[src/lsd_pkg.sv]
// Purpose: constants and types for the axis limit / slow-down input block
// Assumes: one axis, 32-bit APB register access, 10 MHz reference clock
// Notes:   register offsets are byte addresses of aligned words
package lsd_pkg;

  // register byte offsets
  localparam logic [7:0] LSD_ENV_OFF   = 8'h00;  // env_setting_one
  localparam logic [7:0] LSD_MODE_OFF  = 8'h04;  // operation mode word
  localparam logic [7:0] LSD_CMD_OFF   = 8'h08;  // start / stop command
  localparam logic [7:0] LSD_SUB_OFF   = 8'h0c;  // sub_status_word
  localparam logic [7:0] LSD_ERR_OFF   = 8'h10;  // error_cause_word
  localparam logic [7:0] LSD_EXT_OFF   = 8'h14;  // ext_status_word

  // env_setting_one field positions
  localparam int LSD_ENV_STYLE   = 3;   // limit_stop_style
  localparam int LSD_ENV_SDSTOP  = 4;   // slow-down stops the axis
  localparam int LSD_ENV_SDLATCH = 5;   // slow-down latch input
  localparam int LSD_ENV_SDPOL   = 6;   // slow-down polarity, 1 positive
  localparam int LSD_ENV_FILTER  = 26;  // noise-reject filter
  // operation mode word field positions
  localparam int LSD_MODE_TIMER  = 0;   // timer mode
  localparam int LSD_MODE_SDEN   = 8;   // slow-down enable
  // command word field positions
  localparam int LSD_CMD_START   = 0;   // start request
  localparam int LSD_CMD_MINUS   = 1;   // 1: feed minus, 0: feed plus
  localparam int LSD_CMD_HIGH    = 2;   // 1: high-speed start
  localparam int LSD_CMD_STOP    = 3;   // immediate stop request
  // status field positions
  localparam int LSD_SUB_PLUS    = 12;  // plus_limit_state
  localparam int LSD_SUB_MINUS   = 13;  // minus_limit_state
  localparam int LSD_SUB_SDLAT   = 15;  // slow-down latch state
  localparam int LSD_EXT_BUSY    = 0;   // axis running
  localparam int LSD_EXT_DECEL   = 1;   // target is start_speed
  localparam int LSD_EXT_SDIN    = 15;  // raw slow-down pin state
  localparam int LSD_ERR_PLUS    = 5;   // stop by plus limit
  localparam int LSD_ERR_MINUS   = 6;   // minus_limit_stop_cause
  localparam int LSD_ERR_SD      = 10;  // stop by slow-down

  // reset values
  localparam logic [31:0] LSD_ENV_RST  = 32'h0000_0000;
  localparam logic [31:0] LSD_MODE_RST = 32'h0000_0000;

  // input filter lengths in reference clock cycles
  localparam logic [6:0] LSD_FLT_ON_CYC  = 7'h50;  // 80 cycles
  localparam logic [6:0] LSD_FLT_OFF_CYC = 7'h02;  // 2 cycles

  // axis control states, gray along idle -> run -> decel stop
  typedef enum logic [1:0] {
    LSD_IDLE  = 2'b00,
    LSD_RUN   = 2'b01,
    LSD_DSTOP = 2'b11
  } lsd_state_e;

  // decoded configuration bits
  typedef struct packed {
    logic style;     // deceleration stop on limit at high speed
    logic sdstop;    // slow-down stops the axis
    logic sdlatch;   // slow-down latched
    logic sdpol;     // slow-down positive logic
    logic filter;    // noise filter on
    logic timer;     // timer mode
    logic sden;      // slow-down enabled
  } lsd_cfg_s;

endpackage

[src/lsd_axis_inputs.sv]
// Purpose: end-limit and slow-down input handling for one pulse axis
// Assumes: profile generator on the same clock reports start-speed reach
// Notes:   APB slave answers with one wait state on every access
//
// Implementation choices: the placing of the registers and the APB register port.
`timescale 1ns/10ps

module lsd_axis_inputs
  import lsd_pkg::*;
(
  // clock and reset
  input  wire logic        mclk_in,
  input  wire logic        reset_n_in,
  // apb slave
  input  wire logic        psel_in,
  input  wire logic        penable_in,
  input  wire logic        pwrite_in,
  input  wire logic [7:0]  paddr_in,
  input  wire logic [31:0] pwdata_in,
  output logic      [31:0] prdata_out,
  output logic             pready_out,
  output logic             pslverr_out,
  // machine pins
  input  wire logic        plus_limit_input_in,
  input  wire logic        minus_limit_input_in,
  input  wire logic        slowdown_input_in,
  input  wire logic        limit_pol_in,
  // profile generator
  input  wire logic        at_start_speed_in,
  input  wire logic        op_done_in,
  output logic             run_out,
  output logic             dir_minus_out,
  output logic             high_speed_out,
  output logic             decel_out,
  output logic             stop_now_out,
  output logic             int_n_out
);

  // every decision is taken on a rising edge;
  // limit and slow-down pins act only after synchroniser and filter,
  // so a limit acts three cycles plus filter late

  // pin synchronisers, index 0 plus, 1 minus, 2 slow-down, 3 polarity
  logic [3:0]  s1_q;            // first stage, read only by s2
  logic [3:0]  s2_q;            // second stage
  logic [3:0]  s3_q;            // third stage
  logic [3:0]  agree_w;         // second and third stage equal
  logic [3:0]  filt_q;          // accepted pin levels
  logic [6:0]  cnt_q [0:2];     // filter run-length counters
  logic [6:0]  flt_len_w;       // cycles needed to accept a change

  // registers and state
  logic [31:0] env_q;           // env_setting_one
  logic [31:0] mode_q;          // operation mode word
  logic [10:0] err_q;           // error cause bits
  logic        sdlat_q;         // slow-down latch
  lsd_state_e  state_q;         // axis control state
  logic        dir_q;           // current feed direction, 1 minus
  logic        hs_q;            // high-speed start
  logic        decel_q;         // target start speed
  logic        stop_q;          // immediate stop pulse
  logic        int_n_q;         // interrupt, active low
  logic        run_q;           // axis running, drives run_out
  logic [31:0] rdata_q;         // read data
  logic        ready_q;         // apb ready
  logic        slverr_q;        // apb error

  // decoded signals
  lsd_cfg_s    cfg_w;
  logic        plus_w;          // plus limit active
  logic        minus_w;         // minus limit active
  logic        sd_raw_w;        // slow-down pin active
  logic        sd_eff_w;        // slow-down in effect
  logic        lim_dir_w;       // limit in feed direction active
  logic        acc_w;           // apb access completes this edge
  logic        wr_w;            // completed write
  logic        rd_w;            // completed read
  logic        map_w;           // address is mapped
  logic        start_w;         // start command written
  logic        stop_cmd_w;      // stop command written
  logic        new_dir_w;       // direction of a start command
  logic        new_hs_w;        // speed class of a start command
  logic        blocked_w;       // start refused by limit
  logic        sd_done_w;       // start completes at once on slow-down
  logic        lim_hit_w;       // running into feed-direction limit
  logic        sd_stop_w;       // slow-down stop reached
  logic [10:0] err_set_w;       // cause bits raised this cycle
  logic [10:0] err_d;           // next cause bits
  logic [31:0] rmux_w;          // read mux
  logic [15:0] sub_w;           // sub_status_word
  logic [15:0] ext_w;           // ext_status_word
  lsd_state_e  state_d;
  logic        decel_d;
  logic        stop_d;

  // pick one bit from a pair of limits by direction
  // shared by the start and running checks
  function automatic logic pick_dir(input logic minus, input logic p, input logic m);
    pick_dir = minus ? m : p;
  endfunction

  // next filter counter: restart on match, count while new level agrees
  // a stage mismatch restarts, so glitches never add up
  function automatic logic [6:0] cnt_next(input logic ag, input logic lvl,
                                         input logic cur, input logic [6:0] c);
    if (!ag || lvl == cur) begin
      cnt_next = 7'h00;
    end else begin
      cnt_next = c + 7'h01;
    end
  endfunction

  // configuration decode
  // timer and slow-down enable sit in the mode word
  assign cfg_w = '{style:   env_q[LSD_ENV_STYLE],
                   sdstop:  env_q[LSD_ENV_SDSTOP],
                   sdlatch: env_q[LSD_ENV_SDLATCH],
                   sdpol:   env_q[LSD_ENV_SDPOL],
                   filter:  env_q[LSD_ENV_FILTER],
                   timer:   mode_q[LSD_MODE_TIMER],
                   sden:    mode_q[LSD_MODE_SDEN]};

  // a change counts only while the late stages agree
  assign agree_w   = ~(s2_q ^ s3_q);
  assign flt_len_w = cfg_w.filter ? LSD_FLT_ON_CYC : LSD_FLT_OFF_CYC;

  // polarity after filtering; low polarity pin means positive logic
  // slow-down follows its own polarity bit instead
  assign plus_w   = filt_q[0] ^ filt_q[3];
  assign minus_w  = filt_q[1] ^ filt_q[3];
  assign sd_raw_w = filt_q[2] ~^ cfg_w.sdpol;

  // slow-down as seen by the motion logic
  // latched mode acts on the latch, level on the pin
  assign sd_eff_w  = cfg_w.sden & (cfg_w.sdlatch ? sdlat_q : sd_raw_w);
  assign lim_dir_w = pick_dir(dir_q, plus_w, minus_w);

  // apb decode: access completes on the edge where ready is high
  // writes land only there, never in the wait state
  assign acc_w      = psel_in & penable_in & ready_q;
  assign wr_w       = acc_w & pwrite_in;
  assign rd_w       = acc_w & ~pwrite_in;
  assign map_w      = paddr_in[1:0] == 2'b00 && paddr_in <= LSD_EXT_OFF;
  assign start_w    = wr_w & (paddr_in == LSD_CMD_OFF) & pwdata_in[LSD_CMD_START];
  assign stop_cmd_w = wr_w & (paddr_in == LSD_CMD_OFF) & pwdata_in[LSD_CMD_STOP];
  assign new_dir_w  = pwdata_in[LSD_CMD_MINUS];
  assign new_hs_w   = pwdata_in[LSD_CMD_HIGH];

  // start checks; timer mode ignores the limits
  // a refused start is silent: no cause, no interrupt
  assign blocked_w  = ~cfg_w.timer & pick_dir(new_dir_w, plus_w, minus_w);
  assign sd_done_w  = cfg_w.sden & cfg_w.sdstop & cfg_w.sdlatch & sd_raw_w;

  // running checks
  // high speed must reach start speed before sd stop
  assign lim_hit_w = (state_q != LSD_IDLE) & ~cfg_w.timer & lim_dir_w;
  assign sd_stop_w = (state_q == LSD_RUN) & cfg_w.sdstop & sd_eff_w
                     & (~hs_q | at_start_speed_in);

  // status words
  // limit bits stay live even in timer mode
  assign sub_w = {sdlat_q, 1'b0, minus_w, plus_w, 12'h000};
  assign ext_w = {sd_raw_w, 13'h0000, decel_q, state_q != LSD_IDLE};

  // read mux; unmapped reads return zero
  // the command word reads back as zero
  assign rmux_w = (paddr_in == LSD_ENV_OFF)  ? env_q :
                  (paddr_in == LSD_MODE_OFF) ? mode_q :
                  (paddr_in == LSD_SUB_OFF)  ? {16'h0000, sub_w} :
                  (paddr_in == LSD_ERR_OFF)  ? {21'h000000, err_q} :
                  (paddr_in == LSD_EXT_OFF)  ? {16'h0000, ext_w} : 32'h0000_0000;

  // cause bits; a new event wins over the clear-on-read
  // a decelerating limit stop records its cause on entry
  assign err_set_w[LSD_ERR_PLUS]  = lim_hit_w & ~dir_q & ~(cfg_w.style & hs_q & state_q == LSD_DSTOP);
  assign err_set_w[LSD_ERR_MINUS] = lim_hit_w &  dir_q & ~(cfg_w.style & hs_q & state_q == LSD_DSTOP);
  assign err_set_w[LSD_ERR_SD]    = sd_stop_w | (start_w & ~blocked_w & sd_done_w);
  assign err_set_w[4:0]           = 5'h00;
  assign err_set_w[9:7]           = 3'h0;
  // a read clears only the bits it returned; a cause
  // raised after the data was captured is kept
  assign err_d = ((rd_w && paddr_in == LSD_ERR_OFF) ? err_q & ~rdata_q[10:0] : err_q) | err_set_w;

  // axis control next state
  always_comb begin
    state_d = state_q;
    decel_d = 1'b0;
    stop_d  = 1'b0;
    case (state_q)
      LSD_IDLE: begin
        // a refused start or a start on an active latched slow-down with sdstop set never moves
        // direction and speed are taken in the state process
        if (start_w && !blocked_w && !sd_done_w) begin
          state_d = LSD_RUN;
        end
      end
      LSD_RUN: begin
        // stop command or preset end ends the run quietly
        if (stop_cmd_w || op_done_in) begin
          state_d = LSD_IDLE;
        end else if (lim_hit_w) begin
          if (cfg_w.style && hs_q) begin
            state_d = LSD_DSTOP;
            decel_d = 1'b1;
          end else begin
            state_d = LSD_IDLE;
            stop_d  = 1'b1;
          end
        end else if (sd_stop_w) begin
          state_d = LSD_IDLE;
          stop_d  = 1'b1;
        end else begin
          // constant speed ignores a slowing slow-down
          decel_d = hs_q & sd_eff_w;
        end
      end
      LSD_DSTOP: begin
        // the switch is expected to hold until the stop completes
        decel_d = 1'b1;
        if (stop_cmd_w || op_done_in || at_start_speed_in) begin
          state_d = LSD_IDLE;
          decel_d = 1'b0;
          stop_d  = 1'b1;
        end
      end
      // unused encoding falls back to idle
      default: begin
        state_d = LSD_IDLE;
      end
    endcase
  end

  // synchronisers
  // only the second and third stages are compared
  always_ff @(posedge mclk_in or negedge reset_n_in) begin
    if (!reset_n_in) begin
      s1_q <= 4'h0;
      s2_q <= 4'h0;
      s3_q <= 4'h0;
    end else begin
      s1_q <= {limit_pol_in, slowdown_input_in, minus_limit_input_in, plus_limit_input_in};
      s2_q <= s1_q;
      s3_q <= s2_q;
    end
  end

  // noise filters; the polarity pin is a static strap, taken once agreed
  // a changed strap acts at once, with no filter
  always_ff @(posedge mclk_in or negedge reset_n_in) begin
    if (!reset_n_in) begin
      filt_q <= 4'h0;
      for (int i = 0; i < 3; i++) begin
        cnt_q[i] <= 7'h00;
      end
    end else begin
      for (int i = 0; i < 3; i++) begin
        cnt_q[i] <= cnt_next(agree_w[i], s3_q[i], filt_q[i], cnt_q[i]);
        if (agree_w[i] && s3_q[i] != filt_q[i] && cnt_q[i] + 7'h02 >= flt_len_w) begin
          filt_q[i] <= s3_q[i];
        end
      end
      if (agree_w[3]) begin
        filt_q[3] <= s3_q[3];
      end
    end
  end

  // software registers
  // command writes are strobes, not stored
  always_ff @(posedge mclk_in or negedge reset_n_in) begin
    if (!reset_n_in) begin
      env_q  <= LSD_ENV_RST;
      mode_q <= LSD_MODE_RST;
    end else if (wr_w) begin
      if (paddr_in == LSD_ENV_OFF) begin
        env_q <= pwdata_in;
      end
      if (paddr_in == LSD_MODE_OFF) begin
        mode_q <= pwdata_in;
      end
    end
  end

  // slow-down latch: clears on level mode or an inactive start
  // it also sets at a start with the input active
  always_ff @(posedge mclk_in or negedge reset_n_in) begin
    if (!reset_n_in) begin
      sdlat_q <= 1'b0;
    end else if (!cfg_w.sdlatch) begin
      sdlat_q <= 1'b0;
    end else if (cfg_w.sden && sd_raw_w && (start_w || state_q != LSD_IDLE)) begin
      sdlat_q <= 1'b1;
    end else if (start_w) begin
      sdlat_q <= 1'b0;
    end
  end

  // axis state and motion outputs
  // direction and speed are taken only from idle
  always_ff @(posedge mclk_in or negedge reset_n_in) begin
    if (!reset_n_in) begin
      state_q <= LSD_IDLE;
      run_q   <= 1'b0;
      dir_q   <= 1'b0;
      hs_q    <= 1'b0;
      decel_q <= 1'b0;
      stop_q  <= 1'b0;
      err_q   <= 11'h000;
      int_n_q <= 1'b1;
    end else begin
      state_q <= state_d;
      run_q   <= state_d != LSD_IDLE;
      decel_q <= decel_d;
      stop_q  <= stop_d;
      err_q   <= err_d;
      int_n_q <= ~|err_d;
      if (start_w && state_q == LSD_IDLE) begin
        dir_q <= new_dir_w;
        hs_q  <= new_hs_w;
      end
    end
  end

  // apb answer: one wait state, error on unmapped address
  // read data is captured in the wait state
  always_ff @(posedge mclk_in or negedge reset_n_in) begin
    if (!reset_n_in) begin
      ready_q  <= 1'b0;
      slverr_q <= 1'b0;
      rdata_q  <= 32'h0000_0000;
    end else begin
      ready_q  <= psel_in & penable_in & ~ready_q;
      slverr_q <= psel_in & penable_in & ~ready_q & ~map_w;
      if (psel_in && penable_in && !ready_q) begin
        rdata_q <= rmux_w;
      end
    end
  end

  // outputs straight from flip-flops
  assign prdata_out     = rdata_q;
  assign pready_out     = ready_q;
  assign pslverr_out    = slverr_q;
  assign run_out        = run_q;
  assign dir_minus_out  = dir_q;
  assign high_speed_out = hs_q;
  assign decel_out      = decel_q;
  assign stop_now_out   = stop_q;
  assign int_n_out      = int_n_q;

endmodule

[config.mk]
export PLATFORM = sky130hd
export DESIGN_NAME = lsd_axis_inputs
export DESIGN_NICKNAME = d
export VERILOG_FILES = /design/src/lsd_pkg.sv /design/src/lsd_axis_inputs.sv
export SDC_FILE = /design/constraint.sdc
export NUM_CORES = 1
export LEC_CHECK = 0
export ABC_CLOCK_PERIOD_IN_PS = 3300
export BUFFER_PORTS_ARGS = -buffer_cell sky130_fd_sc_hd__buf_2
export CAP_MARGIN = 25
export CORE_UTILIZATION = 60
export DETAILED_ROUTE_END_ITERATION = 10
export PLACE_DENSITY = 0.82
export SYNTH_ARGS = -nofsm -noshare
export SYNTH_HDL_FRONTEND = slang
export SYNTH_SLANG_ARGS = --single-unit
[constraint.sdc]
create_clock -name mclk_in -period 3.3 [get_ports mclk_in]
set_input_delay 0.825 -clock mclk_in [delete_from_list [all_inputs] [get_ports mclk_in]]
set_output_delay 0.825 -clock mclk_in [all_outputs]
set_load 0.03 [all_outputs]
### Word-level counts from Yosys, hierarchy flattened

Cells that the tools add are included.

* register bits: 155
* input bits: 51
* output and inout port bits: 40
* logic and storage cells: 166

* add/sub/neg operators: 6
* order comparisons: 4
* equal/unequal tests: 14
* mux-type cells: 35
* bitwise gates (word level): 46
* reduce and logical (&&, ||, !) cells: 37

Operators by type and width (number)
* 2-to-1 mux 32 bit: 2
* 2-to-1 mux 16 bit: 3
* AND 1 bit: 28
* 2-to-1 mux 7 bit: 4
* adder 7 x 1 -> 7 bit, second input constant: 3
* adder 7 x 2 -> 7 bit, second input constant: 3
* greater-or-equal comparator 7 bit: 3
* equality test 8 x 4 -> 1 bit, second input constant: 2
* equality test 8 x 5 -> 1 bit, second input constant: 2
* logical AND 1 bit: 16
* 2-to-1 mux 1 bit: 16
* 2-to-1 mux 2 bit: 6
* AND 11 bit: 1
* 2-to-1 mux 11 bit: 1
* NOT 11 bit: 1
* OR 11 bit: 1
* OR reduction 11 bit: 1
* equality test 8 x 3 -> 1 bit, second input constant: 1
* <= comparator 8 x 5 -> 1 bit, second input constant: 1
* logical NOT 8 bit: 1
* NOT 1 bit: 8
* logical NOT 1 bit: 7
* logical OR 1 bit: 6
* one-hot mux 2 bit (3 select lines): 1
* other kinds (14): 24

### Longest topological paths before layout

Gate-level depths: netlist of run 1.

* depth after elaboration: 11
* mapped depth: 8
* gate-level depth less buffers: 7

### Worst setup path before layout of run 1

No wires, ideal clock.

* kind: input -> register
* from: input port paddr_in[0]
* to: register mode_q[12]
* setup time: 125 ps
* arrival time: 2263 ps
* setup slack: 912 ps
* cell stages on the path: 5
* buffers on the path: 1
* path through: nor4_4 nand2_4 nor4_4 buf_6 mux2_2

* longest elaborated chain between the ends: 2

Ends and longest elaborated chain
* start, declared: line lsd_axis_inputs.sv:18 `input wire logic [7:0] paddr_in,`
* equality test 8 x 3 -> 1 bit: line lsd_axis_inputs.sv:278 `if (paddr_in == LSD_MODE_OFF) begin`
* AND reduction 2 bit (no line)
* end signal, assigned: line lsd_axis_inputs.sv:279 `mode_q <= pwdata_in;`
* end, declared: line lsd_axis_inputs.sv:54 `logic [31:0] mode_q;`

No other way between the ends.
A chain may end at the register's enable or synchronous reset.

### Worst setup path in the final report of run 1

* from: input port paddr_in[0]
* to: register int_n_q, in the netlist int_n_out

* elaborated cells on any way between the ends: 12
* those cells by class: eq/ne: 2; mux: 1; bitwise: 6; reduce/logical: 3

RTL lines
* equality test 8 x 5 -> 1 bit: line lsd_axis_inputs.sv:182 `assign err_d = ((rd_w && paddr_in == LSD_ERR_OFF) ? err_q & ~rdata_q[10:0] : err_q) | err_set_w;`
* logical AND 1 bit: line lsd_axis_inputs.sv:182
* 2-to-1 mux 11 bit: line lsd_axis_inputs.sv:182
* OR 11 bit: line lsd_axis_inputs.sv:182
* named net err_d[8]: line lsd_axis_inputs.sv:88 `logic [10:0] err_d;`
* OR reduction 11 bit: line lsd_axis_inputs.sv:316 `int_n_q <= ~|err_d;`
* logical NOT 1 bit: line lsd_axis_inputs.sv:316
* end signal, assigned: line lsd_axis_inputs.sv:316
* end, declared: line lsd_axis_inputs.sv:62 `logic int_n_q;`

The timed path passes the listed nets, and every way through them passes these cells.

==> results.py, run 1 <==
metrics = {
    "outcome": {
        "run_status": "completed",
    },
    "timing": {
        "fmax_mhz": 398.8,
        "timing.final.crit_share_pct": 75.98,
        "setup_ws_ns": 0.7927,
        "maxSlewViolCount": 0,
        "finalSetupTns_ns": 0,
        "finalSetupViolCount": 0,
        "worst_pin_slew_ns": 0.7365,
        "rsz0062_at_grt": "false",
        "skew_ns": 0.005695,
        "period_needed_ns": 2.507,
        "hold_viol": 0,
        "relSlewSlack_pct": 50.90,
    },
    "routing": {
        "wl_um": 14380,
        "drt.antenna.violating_nets": 0,
        "wl_per_cell_um": 17.45,
        "initialDrtViolationCount": 267,
        "drc": 0,
        "vias": 4835,
        "routed_via_density": 5.868,
        "firstDrtPassIters": 5,
    },
    "die": {
        "chipHeight_um": 109.5,
        "start_util_pct": 62.83,
        "rows": 38,
        "io_pins": 91,
        "die_area_um2": 11980,
        "core_area_um2": 11030,
        "die_w_um": 109.5,
    },
    "cts": {
        "cts_num_sinks": 155,
        "cts_hold_buffers": 0,
        "cts_buffers": 17,
        "cts_resized": 0,
        "cts_root_buffer": "clkbuf_16",
        "clk_pin_slew_ns": 0.06,
        "cts_tree": "built",
        "clk_path_buf_depth": 2,
        "post_cts_buffers": 0,
        "clock_latency_ns": 0.41,
        "cts_max_level": 4,
    },
    "synthesis": {
        "syn_inst": 582,
        "synth_edf_count": 0,
        "synth_cell_types": 50,
        "synthMuxAreaShare_pct": 12.46,
        "synthArstFlopShare_pct": 100.0,
        "netlist_top_cells_area": "dfrtp_1 56%, mux2_1 8.6%, a22oi_1 3.1%",
        "synthTopCellsByCount": "154 x dfrtp_1, 53 x mux2_1, 48 x nand2_1, 40 x nor2_1, 29 x a22oi_1",
        "synth_warnings": 0,
        "synth_most_common_cell": "dfrtp_1",
        "yosys_register_bits": 155,
        "synth_top_flop_cell": "dfrtp_1",
        "synth_top_area_cell": "dfrtp_1",
        "synth_compound_area_share_pct": 10.15,
        "synthesis.area_um2": 6930,
        "avgSynthCellArea_um2": 11.91,
        "yosysSeqAreaShare_pct": 55.98,
        "synth_top_family_by_area": "multiplexers",
        "synth_fp_nets": 648,
        "synth-simple-area-share_pct": 10.87,
        "synth_top_area_share_pct": 55.61,
        "yosys.area_share.xor_xnor_pct": 3.918,
        "synthAdderAreaFrac_pct": 2.853,
    },
    "final_layout": {
        "layout.nets": 737,
        "drive_gt1_share_pct": 23.25,
        "syn2layout_area_growth_pct": 17.49,
        "diodes": 0,
    },
    "critical_path": {
        "worst_path_largest_cell_delay_ns": 0.56,
        "endpoint_kind": "flop",
        "crit_slowest_cell": "nand4_1",
        "worst_ep_required_time_ns": 3.65,
        "crit_chain": "buf_2 -> nor4_4 -> nand4_1 -> o21a_1 -> nor4_1 -> and4b_1",
        "cp-start-kind": "primary input",
        "critPathKind": "in -> reg",
        "arrival_ns": 2.85,
        "cp_max_fo": 11,
    },
    "power_and_ir_drop": {
        "power_density_nw_per_um2": 550.3,
        "p_leak_nw": 4.007,
        "ir_worst_vdd_mv": 0.3174,
        "power_mw": 4.481,
    },
    "global_routing": {
        "antenna_found_initial": 0,
        "grt_pass1_vias": 4855,
        "grt_first_pass_wirelength_um": 23570,
        "grt_max_degree": 79,
        "track_usage_pct": 26.01,
        "grt-ovfl-total": 0,
    },
    "placed_design": {
        "port_buffers": 90,
        "place.gp.congestion": 0.8365,
        "pre_cts_ws_ns": 0.3993,
        "dp_hpwl_um": 9669,
    },
    "flow_run": {
        "drv_cap": 0,
    },
    "worst_hold_path": {
        "min_path_type": "reg -> reg",
    },
}
[worst paths after layout]
path,to,startpoint,depth (start not counted),slack [ns]
min,s2_q[2],s1_q[2],0,0.35
max reg2reg,filt_q[0],env_q[26],7,1.02
max in group asynchronous,err_q[0],reset_n_in,2,1.95
min reg2reg,s2_q[2],s1_q[2],0,0.35
min in group asynchronous,s2_q[3],reset_n_in,1,0.43
max,int_n_out,paddr_in[0],6,0.79
[power by group]
| group | leakage (nW) | total [mW] | switching (mW) | internal (mW) |
|---|---|---|---|---|
| combinational | 1.60 | 0.385 | 0.241 | 0.144 |
| clock | 0.312 | 2.05 | 0.728 | 1.32 |
| sequential | 2.09 | 2.05 | 0.0819 | 1.97 |
[cell type report]
cell class | instances | area (µm²)
Inverter | 27 | 101.3
Clock buffer | 20 | 466.7
Multi-Input combinational cell | 372 | 2796
Sequential cell | 155 | 3880
Clock inverter | 12 | 168.9
Fill cell | 730 | 2888
Tap cell | 140 | 175.2
Timing Repair Buffer | 98 | 554.3
[worst max-delay path: cells and delay by family]
kind	cells	cell delay (ns)
AND/OR/NAND/NOR	4	1.53
AO/OA/AOI/OAI	1	0.38
buffers and inverters	1	0.11
[per-stage QoR]
step	util, %	instances	area, µm²	hold WS (ns)
detailed placement	68.06	792	7507	0.3347
floorplan	-	582	6930	0.3312
CTS	73.82	824	8143	0.3482
global placement	68.06	792	7507	0.3328
finish	73.82	824	8143	0.3466
global route	73.82	824	8143	0.3531
[routing by layer]
layer | vias to the layer above | part of all wire [%] | GRT usage, %
met5 | - | 0 | 0
met4 | 0 | 1.4 | 8.095
met3 | 19 | 5.9 | 6.283
met2 | 153 | 51 | 43.94
met1 | 2420 | 42 | 33.25
li1 | 2243 | - | -
[state kept, by name, summed over array words and instances (netlist names), 2 cells and up]
signal and count:
env_q 32, mode_q 32, prdata_out 32, cnt_q 21
err_q 11, filt_q 4, s1_q 4, s2_q 4
s3_q 4, state_q 2
[kinds of logic (layout without fill, tap and decap cells)]
group,after synthesis,after routing
flip-flops,155,155
adder cells (fa/ha/maj),16,16
AO/OA/AOI/OAI,104,104
buffers and inverters,55,157
multiplexers,75,75
XOR/XNOR,31,31
AND/OR/NAND/NOR,146,146
[cells in the final DEF (no fill, tap or decap), types with 5 or more instances in the layout]
cell / n
clkbuf_16: 17
xor2_1: 14
buf_2: 89
mux2_1: 53
ha_1: 15
nand2_1: 48
a21oi_1: 13
and3_1: 5
inv_1: 27
mux2_2: 17
xnor2_1: 17
nand4_1: 7
o21a_1: 8
clkinv_2: 5
o21ai_0: 26
dfrtp_1: 154
a221oi_1: 9
nand3_1: 18
buf_4: 5
nor2_1: 40
nor2b_1: 7
a22oi_1: 29
No activity file was read; power rests on OpenSTA's default activity.
==> run 2, diff against run 1 <==
ABC_CLOCK_PERIOD_IN_PS = 2300   (was 3300)
CORE_UTILIZATION = 52   (was 60)
PLACE_DENSITY = 0.76   (was 0.82)
clock period = 2.3 ns   (was 3.3 ns; I/O delays follow)
==> run 2 against run 1 <==
First-iteration DRC count decreased by 3.0%. Cell count is 5.9% higher. Combinational power up 51%. Clock skew is 0.0015 ns higher. Cell area is 2.1% higher. Power increased by 42%. Critical endpoint is now filt_q[0]. Largest power group unchanged. Highest routed layer unchanged.
==> results.py, run 2 (synthesis gave the netlist of run 1 again) <==
metrics = {
    "outcome": {
        "run_status": "completed",
    },
    "power_and_ir_drop": {
        "clkPwrFrac_pct": 44.7,
        "combPwrFrac_pct": 9.1,
        "p_sw_share_pct": 23.51,
        "p_switching_mw": 1.495,
        "power_density_nw_per_um2": 764.6,
        "p_int_mw": 4.863,
        "seq_power_share_pct": 46.2,
        "power_mw": 6.358,
        "ir_worst_vdd_mv": 0.4545,
        "p_leak_nw": 4.082,
    },
    "die": {
        "rows": 41,
        "die_w_um": 117.4,
        "die_area_um2": 13790,
        "core_area_um2": 12820,
        "start_util_pct": 54.04,
        "chipHeight_um": 117.4,
        "io_pins": 91,
    },
    "worst_hold_path": {
        "min_path_type": "in -> async",
    },
    "cts": {
        "clk_path_buf_depth": 2,
        "clk_pin_slew_ns": 0.06,
        "cts_buffers": 17,
        "cts_max_level": 4,
        "cts_tree": "built",
        "cts_root_buffer": "clkbuf_16",
        "cts_num_sinks": 155,
        "clock_latency_ns": 0.42,
    },
    "global_routing": {
        "grt_max_degree": 54,
        "grt_pass1_vias": 5162,
        "antenna_found_initial": 0,
        "grt-ovfl-total": 0,
        "track_usage_pct": 23.68,
        "grt_first_pass_wirelength_um": 25320,
    },
    "critical_path": {
        "cp-start-kind": "flop",
        "cp_max_fo": 7,
        "critPathKind": "reg -> reg",
        "arrival_ns": 2.48,
        "worst_ep_required_time_ns": 2.60,
        "endpoint_kind": "flop",
    },
    "timing": {
        "fmax_mhz": 460.0,
        "relSlewSlack_pct": 57.09,
        "setup_ws_ns": 0.1262,
        "rsz0062_at_grt": "false",
        "finalSetupTns_ns": 0,
        "maxSlewViolCount": 0,
        "finalSetupViolCount": 0,
        "worst_pin_slew_ns": 0.6437,
        "timing.final.crit_share_pct": 94.51,
        "skew_ns": 0.007170,
        "period_needed_ns": 2.174,
        "hold_viol": 0,
    },
    "final_layout": {
        "syn2layout_area_growth_pct": 19.99,
        "final_cell_mix": "154 x dfrtp_1, 89 x buf_2, 53 x mux2_1",
        "layout_commonest_cell": "dfrtp_1",
        "layout.nets": 755,
        "register_area_um2": 3880,
        "drive_gt1_share_pct": 24.82,
        "multi_input_area_um2": 2796,
        "diodes": 0,
        "fillCellCount": 973,
    },
    "placed_design": {
        "place.gp.congestion": 0.8973,
        "dp_hpwl_um": 10480,
        "port_buffers": 90,
        "pre_cts_ws_ns": -0.03627,
    },
    "routing": {
        "drt.antenna.violating_nets": 0,
        "wl_per_cell_um": 17.41,
        "wl_um": 15200,
        "routed_via_density": 5.623,
        "firstDrtPassIters": 4,
        "drc": 0,
        "vias": 4909,
        "initialDrtViolationCount": 259,
    },
    "flow_run": {
        "drv_cap": 0,
    },
}
## run 2: cell count changes in the layout (fill, tap and decap cells not counted)
cell       delta
buf_12        +2
buf_4        +16
bufinv_16     -1
clkbuf_1      +3
clkbuf_8      +1
clkinv_2      -2
clkinv_4      -1
inv_1         -1
## run 2: final timing paths
check | from | to | slack, ns | cells past startpoint
setup / recovery | env_q[26] | filt_q[0] | 0.13 | 7
hold / removal | reset_n_in | filt_q[3] | 0.11 | 1
setup reg to reg | env_q[26] | filt_q[0] | 0.13 | 7
hold reg to reg | s1_q[0] | s2_q[0] | 0.34 | 0
max in group asynchronous | reset_n_in | int_n_out | 1.55 | 2
min in group mclk_in | plus_limit_input_in | s1_q[0] | 0.26 | 1
## run 2: power by group through the flow
| stage | clock (mW) | combinational [mW] | sequential (mW) |
|---|---|---|---|
| final | 2.84 | 0.580 | 2.94 |
| after global routing | 2.99 | 0.643 | 2.95 |
| after CTS | 2.89 | 0.584 | 2.94 |
| after detailed placement | 0 | 0.576 | 2.98 |
| after global placement | 0 | 0.548 | 2.98 |
| after floorplan | 0 | 0.279 | 3.00 |
## run 2: layout make-up
| cell class | instances | area share [%] |
|---|---|---|
| sequential | 155 | 46.66 |
| multi-input combinational | 372 | 33.63 |
| timing repair buffer | 116 | 8.592 |
| clock buffer | 24 | 5.913 |
| tap | 172 | 2.588 |
| clock inverter | 7 | 1.354 |
| inverter | 27 | 1.264 |
## run 2: repair_timing
item                                    4_1_cts  5_1_grt
buffers inserted                              0        4
resized for setup                             0        1
endpoints found under the setup margin        0        3
hold buffers                                  0        0
## run 2: critical path, cell delays in order, from the launching register on
cell and delay [ns]:
dfrtp_1 0.40, clkinvlp_4 0.20, ha_1 0.32, nor2b_1 0.13
o41a_1 0.39, o31ai_1 0.23, a21oi_1 0.11, mux2_2 0.28
## run 2: through the flow
step	instance area, µm²	hold slack, ns	utilization, %	std cells
finish	8315	0.1098	64.84	873
floorplan	6930	0.2794	-	582
CTS	8282	0.1126	64.58	869
global placement	7677	0.3341	59.86	838
detailed placement	7677	0.3347	59.86	838
global route	8315	0.1353	64.84	873
## run 2: routing by layer
metal	wire length, µm	part of all wire (%)	global-route usage [%]
met5	0	0	0
met4	370	2.4	10.39
met3	926	6.1	6.274
met2	7702	51	40.09
met1	6200	41	28.34
==> run 3, diff against run 2 <==
MAX_ROUTING_LAYER = met4   (was not set)
==> run 3 against run 2 <==
Critical path type unchanged. Critical endpoint unchanged. Largest cell class unchanged. Via count shrank 0.41%. Combinational power is essentially flat. Clock power is essentially flat. Die area is the same. Sequential power is essentially flat. Routed wire length grew 0.22%. Clock skew is essentially flat. Cell area is the same. Hold slack gained 0.0022 ns. Non-clock buffer count is the same. Sequential share of layout area is the same. Critical path depth is the same.
==> results.py, run 3 (synthesis gave the netlist of run 1 again) <==
metrics = {
    "timing": {
        "finalHoldWorstSlack_ns": 0.1120,
        "maxSlewViolCount": 0,
        "rsz0062_at_grt": "false",
        "finalSetupTns_ns": 0,
        "relSlewSlack_pct": 58.04,
        "fmax_mhz": 461.6,
        "timing.final.crit_share_pct": 94.19,
        "hold_viol": 0,
        "finalSetupViolCount": 0,
        "period_needed_ns": 2.166,
        "skew_ns": 0.007309,
        "setup_ws_ns": 0.1336,
        "worst_pin_slew_ns": 0.6294,
    },
    "critical_path": {
        "cp_max_fo": 7,
        "critPathKind": "reg -> reg",
        "arrival_ns": 2.47,
        "cp-start-kind": "flop",
        "ff2ff_path_depth": 7,
        "worst_ep_required_time_ns": 2.60,
        "endpoint_kind": "flop",
    },
    "die": {
        "io_pins": 91,
        "core_area_um2": 12820,
        "die_w_um": 117.4,
        "die_area_um2": 13790,
        "rows": 41,
        "chipHeight_um": 117.4,
        "start_util_pct": 54.04,
    },
    "routing": {
        "wl_um": 15230,
        "drc": 0,
        "wl_per_cell_um": 17.45,
        "routed_via_density": 5.600,
        "vias": 4889,
        "initialDrtViolationCount": 299,
        "firstDrtPassIters": 4,
        "drt.antenna.violating_nets": 0,
    },
    "outcome": {
        "run_status": "completed",
    },
    "power_and_ir_drop": {
        "combPwrFrac_pct": 9.1,
        "ir_worst_vdd_mv": 0.4559,
        "clkPwrFrac_pct": 44.7,
        "p_leak_nw": 4.082,
        "power_mw": 6.360,
        "p_sw_share_pct": 23.53,
        "power_density_nw_per_um2": 764.8,
        "p_switching_mw": 1.497,
        "p_int_mw": 4.863,
        "seq_power_share_pct": 46.2,
    },
    "global_routing": {
        "antenna_found_initial": 0,
        "track_usage_pct": 24.36,
        "grt-ovfl-total": 0,
        "grt_first_pass_wirelength_um": 25310,
        "grt_pass1_vias": 5165,
        "grt_max_degree": 54,
    },
    "final_layout": {
        "utilization_pct": 64.84,
        "drive_gt1_share_pct": 24.82,
        "syn2layout_area_growth_pct": 19.99,
        "layout_commonest_cell": "dfrtp_1",
        "fin_cells": 873,
        "final_area_um2": 8315,
        "diodes": 0,
        "final_cell_mix": "154 x dfrtp_1, 89 x buf_2, 53 x mux2_1",
        "layout.nets": 755,
    },
    "placed_design": {
        "dp_cells": 838,
        "place.gp.congestion": 0.9125,
        "pre_cts_ws_ns": -0.03627,
        "port_buffers": 90,
        "dp_hpwl_um": 10480,
        "place_area_um2": 7677,
    },
    "cts": {
        "cts_tree": "built",
        "clock_latency_ns": 0.42,
        "clk_path_buf_depth": 2,
        "cts_max_level": 4,
        "cts_num_sinks": 155,
        "cts_buffers": 17,
        "cts_root_buffer": "clkbuf_16",
        "clk_pin_slew_ns": 0.06,
    },
    "worst_hold_path": {
        "min_path_type": "in -> async",
    },
    "flow_run": {
        "drv_cap": 0,
    },
}
==> run 3: cell counts in the layout (fill, tap and decap cells not counted) <==
No cell type changed its count.
==> run 3: repair_timing <==
| action | 4_1_cts | 5_1_grt |
|---|---|---|
| hold buffers | 0 | 0 |
| buffers inserted | 0 | 4 |
| endpoints found under the setup margin | 0 | 3 |
| gates resized for setup | 0 | 1 |
==> run 3: layout make-up <==
cell class	instances	area, µm²
Multi-Input combinational cell	372	2796
Sequential cell	155	3880
Clock inverter	7	112.6
Timing Repair Buffer	116	714.4
Fill cell	973	4509
Clock buffer	24	491.7
Inverter	27	105.1
Tap cell	172	215.2
==> run 3: final timing paths <==
path | start | to | slack, ns
setup / recovery | env_q[26] | filt_q[0] | 0.13
hold / removal | reset_n_in | filt_q[3] | 0.11
min in group mclk_in | plus_limit_input_in | s1_q[0] | 0.26
setup reg to reg | env_q[26] | filt_q[0] | 0.13
hold reg to reg | s1_q[0] | s2_q[0] | 0.34
max in group asynchronous | reset_n_in | int_n_out | 1.55
==> run 3: critical path, cell delays in order (launching register included) <==
cell and delay [ns]:
dfrtp_1 0.40, clkinvlp_4 0.20, ha_1 0.32, nor2b_1 0.13
o41a_1 0.39, o31ai_1 0.23, a21oi_1 0.11, mux2_2 0.28
==> run 3: routing by layer <==
layer / part of all wire (%) / routed length, µm / track usage [%] / vias up
li1: - / - / - / 2268
met1: 42 / 6336 / 28.44 / 2444
met2: 51 / 7755 / 40.05 / 149
met3: 5.3 / 811 / 6.031 / 28
met4: 2.2 / 329 / 10.39 / 0
met5: 0 / 0 / - / -
==> run 3: power groups by stage <==
| stage | Sequential [mW] | Combinational, mW | Clock (mW) |
|---|---|---|---|
| after global routing | 2.95 | 0.643 | 2.99 |
| after global placement | 2.98 | 0.548 | 0 |
| final | 2.94 | 0.579 | 2.84 |
| after floorplan | 3.00 | 0.279 | 0 |
| after detailed placement | 2.98 | 0.576 | 0 |
| after CTS | 2.94 | 0.584 | 2.89 |
